**config.mk**
```make
export PLATFORM = sky130hd
export DESIGN_NAME = bmd_channel
export DESIGN_NICKNAME = d
export VERILOG_FILES = /design/src/rtl/bmd_pkg.sv /design/src/rtl/bmd_channel.sv /design/src/rtl/bmd_sync.sv
export SDC_FILE = /design/constraint.sdc
export NUM_CORES = 1
export LEC_CHECK = 0
export ABC_AREA = 0
export BUFFER_PORTS_ARGS = -buffer_cell sky130_fd_sc_hd__buf_2
export CORE_MARGIN = 2
export CORE_UTILIZATION = 56
export DETAILED_ROUTE_END_ITERATION = 6
export PLACE_DENSITY_LB_ADDON = 0.3
export SETUP_SLACK_MARGIN = 0.2
export SLEW_MARGIN = 20
export SYNTH_ARGS = -nofsm -noshare
export SYNTH_HDL_FRONTEND = slang
export SYNTH_SLANG_ARGS = --single-unit
```
**constraint.sdc**
```tcl
create_clock -name clk -period 2.6 [get_ports clk]
set_input_delay 0.13 -clock clk [delete_from_list [all_inputs] [get_ports clk]]
set_output_delay 0.13 -clock clk [all_outputs]
set_load 0.02 [all_outputs]
```
**src/rtl/bmd_pkg.sv**
```systemverilog
// Purpose: Shared constants and types of the bus master disk channel DMA block.
// Assumes: APB register access, 32-bit data, one aligned word per register.
// Notes:   Register indices are kept as printed; byte address is four times the index.
package bmd_pkg;

  // ----------------------------------------------------------------
  // Register map
  // ----------------------------------------------------------------
  localparam logic [7:0] BMD_IDX_COMMAND = 8'h08;
  localparam logic [7:0] BMD_IDX_STATUS  = 8'h0A;
  localparam logic [7:0] BMD_IDX_TABLE   = 8'h0C;
  localparam logic [7:0] BMD_ADDR_COMMAND = {BMD_IDX_COMMAND[5:0], 2'b00};
  localparam logic [7:0] BMD_ADDR_STATUS  = {BMD_IDX_STATUS[5:0], 2'b00};
  localparam logic [7:0] BMD_ADDR_TABLE   = {BMD_IDX_TABLE[5:0], 2'b00};

  // ----------------------------------------------------------------
  // Field positions
  // ----------------------------------------------------------------
  localparam int BMD_CMD_START   = 0;
  localparam int BMD_CMD_DIR     = 3;
  localparam int BMD_ST_ACTIVE   = 0;
  localparam int BMD_ST_ERROR    = 1;
  localparam int BMD_ST_INTR     = 2;
  localparam int BMD_ST_DRV0_DMA = 5;
  localparam int BMD_ST_DRV1_DMA = 6;
  localparam int BMD_ST_SIMPLEX  = 7;
  localparam int BMD_DESC_END    = 31;

  // ----------------------------------------------------------------
  // Reset values and fixed amounts
  // ----------------------------------------------------------------
  localparam logic [7:0]  BMD_CMD_RESET    = 8'h00;
  localparam logic [29:0] BMD_TABLE_RESET  = 30'h0000_0000;
  localparam logic        BMD_SIMPLEX_VAL  = 1'b0;
  localparam logic [31:0] BMD_DESC_STRIDE  = 32'h0000_0008;
  localparam logic [31:0] BMD_WORD_STEP    = 32'h0000_0004;
  localparam logic [16:0] BMD_COUNT_STEP   = 17'h0_0004;
  localparam logic [16:0] BMD_COUNT_64K    = 17'h1_0000;

  // ----------------------------------------------------------------
  // Types
  // ----------------------------------------------------------------
  typedef enum logic [6:0] {
    BMD_IDLE   = 7'b000_0001,
    BMD_FETCH0 = 7'b000_0010,
    BMD_FETCH1 = 7'b000_0100,
    BMD_WAITRQ = 7'b000_1000,
    BMD_MEMACC = 7'b001_0000,
    BMD_DRVACK = 7'b010_0000,
    BMD_RQLOW  = 7'b100_0000
  } bmd_state_type;

  typedef struct packed {
    logic        req;
    logic        we;
    logic [31:0] addr;
    logic [31:0] wdata;
  } bmd_mem_cmd_type;

  typedef struct packed {
    logic        ack;
    logic        err;
    logic [31:0] rdata;
  } bmd_mem_rsp_type;

endpackage

```
**src/rtl/bmd_channel.sv**
```systemverilog
// Purpose: Bus master DMA engine for one disk channel with APB registers.
// Assumes: Memory port answers each request with one ack cycle; drive pins are asynchronous.
// Notes:   One 32-bit word moves per drive request; no write buffering is kept.
//
// Function
// (RULE1) Status bit 7 is read-only zero: both channels may run together.
// (RULE2) Status bit 6 stores software's drive 1 DMA capable flag.
// (RULE3) Status bit 5 stores software's drive 0 DMA capable flag.
// (RULE4) Software writes zeros to reserved status bits 4:3.
// (RULE5) Status bit 2 sets on drive interrupt rising edge; write one clears.
// (RULE6) Interrupt flag shows only after all drive data reached memory.
// (RULE7) Status bit 1 sets on memory transfer failure; write one clears.
// (RULE8) Activity flag sets when start bit is written; resets to zero.
// (RULE9) Activity clears after the last transfer of an end-of-table region.
// (RULE10) Activity clears at once when software clears the start bit.
// (RULE11) Activity zero means all prior drive data is in memory, unless aborted.
// (RULE12) Table pointer holds base bits 31:2; bits 1:0 read zero; resets zero.
// (RULE13) Software keeps the table aligned and inside one 64K region.
// (RULE14) Each descriptor is 8 bytes: buffer address then byte count.
// (RULE15) Descriptor fetch address advances by 8 each time.
// (RULE16) Software loads pointer, direction and clears flags before starting.
// (RULE17) Software commands the drive before setting the start bit.
// (RULE18) Software starts by writing one to the start bit.
// (RULE19) Data moves only in answer to drive DMA requests.
// (RULE20) Software clears start, reads status, then drive status on interrupt.
// (RULE21) Mastering begins on start bit rising; data moves only while set.
// (RULE22) Command bit 3 selects memory reads (0) or memory writes (1).
// (RULE23) Clearing start discards all transfer state; no resume.
// (RULE24) A memory error sets error, stops all work and clears activity.
// (RULE25) Next descriptor is fetched after count runs out, unless end-of-table.
//
// The implementer's own choice: the APB slave port.
`timescale 1ns/1ps
`default_nettype none
module bmd_channel (
  input  wire logic                     clk,
  input  wire logic                     rst,
  input  wire logic                     ce,
  input  wire logic                     psel,
  input  wire logic                     penable,
  input  wire logic                     pwrite,
  input  wire logic [7:0]               paddr,
  input  wire logic [31:0]              pwdata,
  output var  logic [31:0]              prdata,
  output var  logic                     pready,
  output var  logic                     pslverr,
  output var  bmd_pkg::bmd_mem_cmd_type mem_cmd,
  input  wire bmd_pkg::bmd_mem_rsp_type mem_rsp,
  input  wire logic                     secondary_drive_interrupt,
  input  wire logic                     drive_dmarq,
  input  wire logic [31:0]              drive_rdata,
  output var  logic                     drive_dmack,
  output var  logic [31:0]              drive_wdata
);
  import bmd_pkg::*;

  // ----------------------------------------------------------------
  // Pin synchronisers
  // ----------------------------------------------------------------
  logic [1:0] pin_sync;
  logic       intr_s;
  logic       dmarq_s;

  bmd_sync #(.W(2)) u_sync (
    .clk      (clk),
    .rst      (rst),
    .ce       (ce),
    .async_in ({secondary_drive_interrupt, drive_dmarq}),
    .sync_out (pin_sync)
  );
  assign intr_s  = pin_sync[1];
  assign dmarq_s = pin_sync[0];

  // ----------------------------------------------------------------
  // Registers and state
  // ----------------------------------------------------------------
  logic          start_r;
  logic          dir_r;
  logic          drv0_dma_r;
  logic          drv1_dma_r;
  logic          intr_r;
  logic          intr_pend_r;
  logic          intr_prev_r;
  logic          err_r;
  logic          active_r;
  logic [29:0]   table_r;
  bmd_state_type state_r;
  logic [31:0]   desc_addr_r;
  logic [31:0]   buf_addr_r;
  logic [16:0]   count_r;
  logic          final_r;

  logic apb_access;
  logic apb_wr;
  logic wr_cmd;
  logic wr_status;
  logic wr_table;
  logic addr_ok;
  logic start_rise;
  logic start_fall;
  logic mem_done;
  logic mem_fail;
  logic last_word;

  assign apb_access = psel & penable & ~pready;
  assign apb_wr     = psel & penable & pready & pwrite;
  assign wr_cmd     = apb_wr & (paddr == BMD_ADDR_COMMAND);
  assign wr_status  = apb_wr & (paddr == BMD_ADDR_STATUS);
  assign wr_table   = apb_wr & (paddr == BMD_ADDR_TABLE);
  assign addr_ok    = (paddr == BMD_ADDR_COMMAND) | (paddr == BMD_ADDR_STATUS) |
                      (paddr == BMD_ADDR_TABLE);
  assign start_rise = wr_cmd & pwdata[BMD_CMD_START] & ~start_r; // RULE21
  assign start_fall = wr_cmd & ~pwdata[BMD_CMD_START] & start_r;
  assign mem_done   = mem_cmd.req & mem_rsp.ack & ~mem_rsp.err;
  assign mem_fail   = mem_cmd.req & mem_rsp.ack & mem_rsp.err;
  assign last_word  = (count_r <= BMD_COUNT_STEP);

  // ----------------------------------------------------------------
  // Command register
  // ----------------------------------------------------------------
  always_ff @(posedge clk) begin
    if (rst) begin
      start_r <= BMD_CMD_RESET[BMD_CMD_START];
      dir_r   <= BMD_CMD_RESET[BMD_CMD_DIR];
    end else if (ce && wr_cmd) begin
      start_r <= pwdata[BMD_CMD_START];
      dir_r   <= pwdata[BMD_CMD_DIR]; // RULE22
    end
  end

  // ----------------------------------------------------------------
  // Descriptor table pointer
  // ----------------------------------------------------------------
  always_ff @(posedge clk) begin
    if (rst) begin
      table_r <= BMD_TABLE_RESET; // RULE12
    end else if (ce && wr_table) begin
      table_r <= pwdata[31:2]; // RULE12
    end
  end

  // ----------------------------------------------------------------
  // Drive capability flags
  // ----------------------------------------------------------------
  always_ff @(posedge clk) begin
    if (rst) begin
      drv0_dma_r <= 1'b0;
      drv1_dma_r <= 1'b0;
    end else if (ce && wr_status) begin
      drv1_dma_r <= pwdata[BMD_ST_DRV1_DMA]; // RULE2
      drv0_dma_r <= pwdata[BMD_ST_DRV0_DMA]; // RULE3
    end
  end

  // ----------------------------------------------------------------
  // Interrupt flag
  // ----------------------------------------------------------------
  // An edge seen while a memory write is still open waits in intr_pend_r, so
  // software never sees the flag before the drive's last word is in memory.
  always_ff @(posedge clk) begin
    if (rst) begin
      intr_prev_r <= 1'b0;
      intr_pend_r <= 1'b0;
      intr_r      <= 1'b0;
    end else if (ce) begin
      intr_prev_r <= intr_s;
      if (intr_s && !intr_prev_r && mem_cmd.req && mem_cmd.we) begin
        intr_pend_r <= 1'b1; // RULE6
      end else if (intr_pend_r && !(mem_cmd.req && mem_cmd.we)) begin
        intr_pend_r <= 1'b0;
      end
      if ((intr_s && !intr_prev_r && !(mem_cmd.req && mem_cmd.we)) ||
          (intr_pend_r && !(mem_cmd.req && mem_cmd.we))) begin
        intr_r <= 1'b1; // RULE5 RULE6
      end else if (wr_status && pwdata[BMD_ST_INTR]) begin
        intr_r <= 1'b0; // RULE5
      end
    end
  end

  // ----------------------------------------------------------------
  // Error flag
  // ----------------------------------------------------------------
  always_ff @(posedge clk) begin
    if (rst) begin
      err_r <= 1'b0;
    end else if (ce) begin
      if (mem_fail) begin
        err_r <= 1'b1; // RULE7 RULE24
      end else if (wr_status && pwdata[BMD_ST_ERROR]) begin
        err_r <= 1'b0; // RULE7
      end
    end
  end

  // ----------------------------------------------------------------
  // Activity flag
  // ----------------------------------------------------------------
  // It falls only after the memory ack of the last word, so a zero means
  // the data has landed unless the command was aborted.
  always_ff @(posedge clk) begin
    if (rst) begin
      active_r <= 1'b0; // RULE8
    end else if (ce) begin
      if (start_rise) begin
        active_r <= 1'b1; // RULE8
      end else if (start_fall || mem_fail) begin
        active_r <= 1'b0; // RULE10 RULE24
      end else if (state_r == BMD_MEMACC && mem_done && !mem_cmd.we && last_word && final_r) begin
        active_r <= active_r; // A read still waits for the drive to take the word.
      end else if (((state_r == BMD_MEMACC && mem_done && mem_cmd.we) ||
                    state_r == BMD_DRVACK) && last_word && final_r) begin
        active_r <= 1'b0; // RULE9 RULE11
      end
    end
  end

  // ----------------------------------------------------------------
  // Transfer engine
  // ----------------------------------------------------------------
  always_ff @(posedge clk) begin
    if (rst) begin
      state_r     <= BMD_IDLE;
      desc_addr_r <= 32'h0000_0000;
      buf_addr_r  <= 32'h0000_0000;
      count_r     <= 17'h0_0000;
      final_r     <= 1'b0;
      mem_cmd     <= '0;
      drive_dmack <= 1'b0;
      drive_wdata <= 32'h0000_0000;
    end else if (ce) begin
      drive_dmack <= 1'b0;
      if (start_fall || mem_fail) begin
        state_r <= BMD_IDLE; // RULE23 RULE24
        mem_cmd <= '0;
        final_r <= 1'b0;
      end else begin
        case (state_r)
          BMD_IDLE: begin
            if (start_rise) begin
              desc_addr_r <= {table_r, 2'b00};
              mem_cmd     <= '{req: 1'b1, we: 1'b0, addr: {table_r, 2'b00}, wdata: 32'h0};
              state_r     <= BMD_FETCH0; // RULE21
            end
          end
          BMD_FETCH0: begin
            if (mem_done) begin
              buf_addr_r  <= mem_rsp.rdata; // RULE14
              mem_cmd     <= '{req: 1'b1, we: 1'b0, addr: desc_addr_r + BMD_WORD_STEP,
                               wdata: 32'h0};
              state_r     <= BMD_FETCH1;
            end
          end
          BMD_FETCH1: begin
            if (mem_done) begin
              count_r <= (mem_rsp.rdata[15:0] == 16'h0000) ? BMD_COUNT_64K
                         : {1'b0, mem_rsp.rdata[15:0]}; // RULE14
              final_r     <= mem_rsp.rdata[BMD_DESC_END];
              desc_addr_r <= desc_addr_r + BMD_DESC_STRIDE; // RULE15
              mem_cmd     <= '0;
              state_r     <= BMD_WAITRQ;
            end
          end
          BMD_WAITRQ: begin
            if (dmarq_s && start_r) begin
              mem_cmd <= '{req: 1'b1, we: dir_r, addr: buf_addr_r,
                           wdata: drive_rdata}; // RULE19 RULE21 RULE22
              state_r <= BMD_MEMACC;
            end
          end
          BMD_MEMACC: begin
            if (mem_done) begin
              mem_cmd <= '0;
              if (mem_cmd.we) begin
                state_r <= BMD_RQLOW;
              end else begin
                drive_wdata <= mem_rsp.rdata;
                drive_dmack <= 1'b1;
                state_r     <= BMD_DRVACK;
              end
              if (mem_cmd.we) begin
                drive_dmack <= 1'b1;
              end
            end
          end
          BMD_DRVACK: begin
            state_r <= BMD_RQLOW;
          end
          BMD_RQLOW: begin
            if (!dmarq_s) begin
              buf_addr_r <= buf_addr_r + BMD_WORD_STEP;
              count_r    <= last_word ? 17'h0_0000 : count_r - BMD_COUNT_STEP;
              if (!last_word) begin
                state_r <= BMD_WAITRQ;
              end else if (final_r) begin
                state_r <= BMD_IDLE;
              end else begin
                mem_cmd <= '{req: 1'b1, we: 1'b0, addr: desc_addr_r,
                             wdata: 32'h0}; // RULE25
                state_r <= BMD_FETCH0;
              end
            end
          end
          default: begin
            state_r <= BMD_IDLE;
            mem_cmd <= '0;
          end
        endcase
      end
    end
  end

  // ----------------------------------------------------------------
  // APB answer
  // ----------------------------------------------------------------
  // One wait state: pready rises in the second access cycle, from a flop.
  always_ff @(posedge clk) begin
    if (rst) begin
      pready  <= 1'b0;
      pslverr <= 1'b0;
      prdata  <= 32'h0000_0000;
    end else if (ce) begin
      pready  <= apb_access;
      pslverr <= apb_access & ~addr_ok;
      prdata  <= 32'h0000_0000;
      if (apb_access && !pwrite) begin
        case (paddr)
          BMD_ADDR_COMMAND: prdata <= {28'h0, dir_r, 2'b00, start_r};
          BMD_ADDR_STATUS:  prdata <= {24'h0, BMD_SIMPLEX_VAL, drv1_dma_r, drv0_dma_r,
                                       2'b00, intr_r, err_r, active_r}; // RULE1
          BMD_ADDR_TABLE:   prdata <= {table_r, 2'b00}; // RULE12
          default:          prdata <= 32'h0000_0000;
        endcase
      end
    end
  end
endmodule
`default_nettype wire

```
**src/rtl/bmd_sync.sv**
```systemverilog
// Purpose: Two-flop synchroniser for levels arriving from pins.
// Assumes: Inputs are asynchronous to clk.
// Notes:   Only the second stage may be read by other logic.
`timescale 1ns/1ps
`default_nettype none
module bmd_sync #(
  parameter int W = 1
) (
  input  wire logic         clk,
  input  wire logic         rst,
  input  wire logic         ce,
  input  wire logic [W-1:0] async_in,
  output var  logic [W-1:0] sync_out
);
  logic [W-1:0] meta_r;

  always_ff @(posedge clk) begin
    if (rst) begin
      meta_r   <= '0;
      sync_out <= '0;
    end else if (ce) begin
      meta_r   <= async_in;
      sync_out <= meta_r;
    end
  end
endmodule
`default_nettype wire

```
* After elaboration in Yosys (flattened, before gate mapping)
Cells that the tools add are included.
** Word-level totals
- Memory bits (read-only) :: 0
- Flip-flop bits (word level) :: 265
- Memories kept :: 0
- Output and inout port bits :: 133
- Word-level logic and storage cells :: 178
- RAM bits :: 0
- Latch bits :: 0
- Input port bits :: 114
** Cells by class
- Order comparisons :: 1
- Reductions and logical operators :: 49
- Bitwise logic cells :: 24
- Divide/modulo/power cells :: 0
- Equal/unequal tests :: 25
- Shift-type cells :: 0
- Add/sub/neg operators :: 4
- Muxes and demuxes :: 49
- $mul :: 0
** Operators with widths (count)
- $mux 66 :: 8
- $pmux 66 s6 :: 1
- $mux 32 :: 5
- $pmux 32 s2 :: 2
- $pmux 32 s3 :: 1
- $mux 17 :: 4
- $add 32x3->32 const B :: 2
- $mux 7 :: 8
- $pmux 7 s7 :: 1
- $pmux 17 s2 :: 1
- $add 32x4->32 const B :: 1
- $eq 8x6->1 const B :: 3
- $ne 3x3->1 const B :: 7
- $logic_and 1x1->1 :: 20
- $reduce_and 5->1 :: 4
- $le 17x3->1 const B :: 1
- $sub 17x3->17 const B :: 1
- $logic_not 16->1 :: 1
- $mux 1 :: 16
- $reduce_bool 2->1 :: 8
- $and 1x1->1 :: 15
- $reduce_and 9->1 :: 1
- $ne 2x2->1 const B :: 4
- $eq 7x1->1 const B :: 1
- 20 further kinds :: 36

* Depth between registers and ports, before layout
- Depth in word-level cells :: 11
- Gate-level depth with buffers :: 10

* Cells and area by module
From an unflattened synthesis, not the netlist that was laid out.
** Second synthesis, totals
- Cells, all modules :: 1724
- Area total of the unflattened synthesis :: 13120.1 um^2
** By module, submodules not included
- bmd_channel :: area each 12979.9 um^2, times used 1, cells an instance 1711
- bmd_sync :: area each 140.1 um^2, times used 1, cells an instance 13

* Least setup slack after synthesis
OpenSTA, ideal clock, no wires.
- Path type :: flip-flop to flip-flop
- From :: register desc_addr_r[4]
- To :: register desc_addr_r[31]
- Period minus slack after synthesis :: 2.298 ns
- Data arrival time :: 2.166 ns
- Cell stages (with the launch flop) :: 8
- Library setup time :: 0.132 ns
- Setup slack :: 0.302 ns
- Path through :: dfxtp_1 -> ha_1 -> nand3_1 -> or4b_1 -> or4_1 -> and2_1 -> o21ai_1 -> a21oi_1
** Between the ends
- Word-level cells in the longest chain between the ends :: 3
** Ends and longest elaborated chain
- start, declared :: line bmd_channel.sv:88 : logic [31:0] desc_addr_r;
- start signal, assigned :: line bmd_channel.sv:241 : desc_addr_r <= {table_r, 2'b00};
- start signal, assigned :: line bmd_channel.sv:259 : desc_addr_r <= desc_addr_r + BMD_DESC_STRIDE;
- $add 32x4->32 :: line bmd_channel.sv:259
- $mux 32 :: line bmd_channel.sv:255 : if (mem_done) begin
- $pmux 32 s2 :: line bmd_channel.sv:238 : case (state_r)
No other way between the ends. The select of a mux whose other input is x is not followed.
A chain may end at the register's enable or synchronous reset.

* Final worst setup path
- From :: register state_r[6]
- To :: register mem_cmd[18] (netlist bit)
** Between the ends
- Word-level cells in the longest chain between the ends :: 4
- Elaborated cells between the ends (all ways) :: 19
- Those cells by class :: 15 x eq/ne; 2 x mux; 2 x reduce/logical
** Ends and longest elaborated chain
- start, declared :: line bmd_channel.sv:87 : bmd_state_type state_r;
- start signal, assigned :: line bmd_channel.sv:223 : state_r <= BMD_IDLE;
- start signal, assigned :: line bmd_channel.sv:234 : state_r <= BMD_IDLE;
- start signal, assigned :: line bmd_channel.sv:243 : state_r <= BMD_FETCH0;
- $eq 7x5->1 / $eq 7x3->1 (equally long branches) :: line bmd_channel.sv:238
- $reduce_or 2->1 (no line)
- $ne 3x1->1 (no line) / $pmux 66 s6 (equally long branches)
- $reduce_and 9->1 (no line) / $mux 66 (equally long branches)
- end signal, assigned :: line bmd_channel.sv:242 : mem_cmd <= '{req: 1'b1, we: 1'b0, addr: {table_r, 2'b00}, wdata: 32'h0};
- end signal, assigned :: line bmd_channel.sv:249 : mem_cmd <= '{req: 1'b1, we: 1'b0, addr: desc_addr_r + BMD_WORD_STEP,
- end signal, assigned :: line bmd_channel.sv:266 : mem_cmd <= '{req: 1'b1, we: dir_r, addr: buf_addr_r,
- end, declared :: line bmd_channel.sv:47 : output var bmd_pkg::bmd_mem_cmd_type mem_cmd,
Several ways; a longest one is shown, not always the timed one.

==> insert_results.sql <==
INSERT INTO impl_metrics (metric_group, metric, value, unit) VALUES
('critical_path', 'worst_setup_path_end_kind', 'flip-flop', ''),
('floorplanning', 'dieHeight', '156', 'microns'),
('global_route', 'grt_overflow_total', '0', ''),
('run', 'max_cap_viol_count', '0', ''),
('sta', 'post-route-min-period', '2.45', 'ns'),
('sta', 'finalHoldWorstSlack', '0.0246', 'ns'),
('clock_tree', 'clock-sinks', '263', ''),
('critical_path', 'timing.reg2reg.worst_path_depth', '10', ''),
('global_route', 'maximum_number_of_pins_on_one_net_before_global_route_repair', '143', ''),
('sta', 'grt_setup_unrepaired', 'yes', ''),
('sta', 'tightest_slew', '0.689', 'ns'),
('placed_design', 'dp_hpwl', '27800', 'microns'),
('critical_path', 'required_time_reported_for_the_critical_path_endpoint', '3.05', 'ns'),
('global_route', 'gr-usage-all-layers', '35.1', '%'),
('critical_path', 'path_class', 'reg2reg', ''),
('yosys', 'syn_nets', '1745', ''),
('routing', 'drt-initial-drc-count', '1647', ''),
('yosys', 'synth.distinct_cells', '79', ''),
('status', 'run_status', 'complete, but fails checks', ''),
('critical_path', 'r2r_start', 'state_r[6]', ''),
('clock_tree', 'worst_setup_hold_path_clk_slew', '0.07', 'ns'),
('critical_path', 'worstPathMaxFanout', '7', ''),
('clock_tree', 'clk-insertion-delay-late', '0.54', 'ns'),
('placed_design', 'finalWeightedCongestion', '0.972', ''),
('yosys', 'synth_top_cell_by_area', 'sky130_fd_sc_hd__dfxtp_1', ''),
('routing', 'drt_drc_violations_left', '3', ''),
('yosys', 'synth.yosys.seq_area_share', '40.5', '%'),
('floorplanning', 'rows', '55', ''),
('finish', 'layout-drive-gt1-share', '21.6', '%'),
('clock_tree', 'cts.htree.levels', '1', ''),
('routing', 'ant_nets', '0', ''),
('critical_path', 'crit-reg2reg-capture', 'mem_cmd[18]', ''),
('critical_path', 'type_of_element_launching_the_critical_path', 'flip-flop', ''),
('power_and_ir_drop', 'ir_worst_vdd', '432', 'uV'),
('routing', 'route.detailed.wl_per_inst', '20.3', 'microns'),
('global_route', 'grt_antenna_before_repair', '0', ''),
('worst_hold_path', 'min_to', 'pready', ''),
('power_and_ir_drop', 'reported_leakage_power', '6.75', 'nW'),
('finish', 'finish.net_count', '2091', ''),
('worst_hold_path', 'hp-start', 'psel', ''),
('finish', 'flow.area_growth_from_synthesis', '31.8', '%'),
('sta', 'slew_headroom', '54.1', '%'),
('placed_design', 'total_placed_instance_area', '14700', 'sq um'),
('yosys', 'synth_seq_cells', '263', ''),
('critical_path', 'timing.reg2reg.setup_slack', '0.15', 'ns'),
('critical_path', 'timing.critical_path.slowest_cell_delay', '0.53', 'ns'),
('routing', 'drtPass1Iterations', '7', ''),
('yosys', 'synthFlopType', 'sky130_fd_sc_hd__dfxtp_1', ''),
('routing', 'routed_wl', '46200', 'microns'),
('power_and_ir_drop', 'power-per-cell-area', '516', 'nW/um^2'),
('finish', 'mostFrequentLayoutCell', 'sky130_fd_sc_hd__nand2_1', ''),
('critical_path', 'slowest_stage', 'sky130_fd_sc_hd__or4_4', ''),
('yosys', 'synth_top_area_share', '40.5', '%'),
('yosys', 'synth_area_per_cell', '7.99', 'sq um'),
('yosys', 'synthTopCellsByArea', 'sky130_fd_sc_hd__dfxtp_1, sky130_fd_sc_hd__nand2_1, sky130_fd_sc_hd__a21oi_1, sky130_fd_sc_hd__mux2i_1, sky130_fd_sc_hd__o21ai_0', ''),
('clock_tree', 'ctsLongestPathBuffers', '3', ''),
('sta', 'maxSlewViolCount', '0', ''),
('clock_tree', 'cts_tree', 'done', ''),
('critical_path', 'crit_path_cell_trace', 'buf_6 > or2_4 > or4_4 > o2bb2ai_4 > nor4_4 > buf_6 > a21oi_4 > buf_12 > buf_12 > mux2i_2', ''),
('sta', 'timing_hold_violations_final', '0', ''),
('yosys', 'synth_warnings', '0', ''),
('yosys', 'synth_cells', '1626', ''),
('clock_tree', 'cts_buffers', '27', ''),
('floorplanning', 'boundaryPins', '247', ''),
('floorplanning', 'chip_width', '156', 'microns'),
('status', 'violations', 'design-rule violations', ''),
('critical_path', 'critical_path_arrival', '2.91', 'ns'),
('worst_hold_path', 'hold-path-cell-count', '5', ''),
('placed_design', 'port_buffers', '246', ''),
('global_route', 'wire_length_of_the_first_global_routing_pass', '69400', 'microns'),
('sta', 'fmax', '0.408', 'GHz');
-- worst max-delay path: cells and delay by family (launching register included) --
| kind | cells | cell delay (ns) |
|---|---|---|
| AO/OA/AOI/OAI | 2 | 0.33 |
| buffers and inverters | 4 | 0.59 |
| flip-flops | 1 | 0.35 |
| multiplexers | 1 | 0.24 |
| AND/OR/NAND/NOR | 3 | 0.86 |
-- layer usage --
layer	GRT usage, %	vias to the layer above	part of all wire (%)
li1	-	6581	-
met1	45.0	6795	38
met2	57.5	904	46
met3	7.31	174	9.6
met4	15.2	0	5.5
met5	0	-	0
-- area by class of cell --
cell class	count	area (sq um)
clock buffer	37	763
tap	285	357
sequential	263	5280
multi-input combinational	1215	7220
timing repair buffer	451	3290
fill	1586	5580
clock inverter	11	166
inverter	14	52.6
-- flip-flops by register name, indices dropped and copies added, names as in the netlist, 2 cells and up --
| signal | flops |
|---|---|
| mem_cmd | 66 |
| table_r | 30 |
| prdata | 32 |
| drive_wdata | 32 |
| u_sync.meta_r | 2 |
| count_r | 17 |
| desc_addr_r | 30 |
| state_r | 7 |
| buf_addr_r | 32 |
| u_sync.sync_out | 2 |
-- cell families after synthesis --
group | Yosys count | share of synthesized area (%)
simple gates | 657 | 24.6
xor+xnor | 26 | 1.75
mux | 48 | 3.70
compound gates | 479 | 23.9
buf+inv | 148 | 5.12
flops | 263 | 40.5
fa+ha+maj | 5 | 0.481
-- cells in the mapped netlist (20+ instances only) --
master	count
sky130_fd_sc_hd__a222oi_1	23
sky130_fd_sc_hd__o21ai_0	96
sky130_fd_sc_hd__dfxtp_1	263
sky130_fd_sc_hd__nor3_1	35
sky130_fd_sc_hd__mux2i_1	48
sky130_fd_sc_hd__nand2_1	283
sky130_fd_sc_hd__nand2b_1	44
sky130_fd_sc_hd__buf_2	29
sky130_fd_sc_hd__a22o_1	33
sky130_fd_sc_hd__nand3_1	39
sky130_fd_sc_hd__and2_1	20
sky130_fd_sc_hd__a22oi_1	41
sky130_fd_sc_hd__nand4_1	22
sky130_fd_sc_hd__nor2_1	117
sky130_fd_sc_hd__a21oi_1	163
sky130_fd_sc_hd__clkbuf_1	87
-- power by group --
group,internal (mW),switching [mW]
registers,4.04,0.0153
clock network,2.45,1.65
logic,0.329,0.367
-- how the worst max path moves through the flow --
stage,from,end,slack [ns],depth (start not counted)
finish,state_r[6],mem_cmd[18],0.15,10
global route,state_r[6],mem_cmd[20],0.11,10
CTS,count_r[11],mem_cmd[46],0.18,9
detailed placement,state_r[2],mem_cmd[18],0.06,7
global placement,state_r[2],mem_cmd[25],0.16,7
floorplan,desc_addr_r[4],desc_addr_r[31],0.30,7
-- what timing repair did --
item | 4_1_cts | 5_1_grt
gates cloned | 0 | 7
gates resized for setup | 8 | 26
hold buffers | 113 | 0
endpoints found under the setup margin | 62 | 106
pin swaps | 1 | 11
buffers inserted | 2 | 12
endpoints found under the hold margin | 150 | 0
-- through the flow --
step	total power [mW]	cells	setup slack [ns]	util (%)
after detailed placement	4.62	2094	0.0594	64.6
after CTS	8.76	2257	0.185	73.9
after global routing	9.06	2276	0.112	75.4
final	8.85	2276	0.147	75.4
after global placement	4.62	2094	0.161	64.6
after floorplan	4.42	1626	0.302	-
Power figures use the tool's default switching activity.
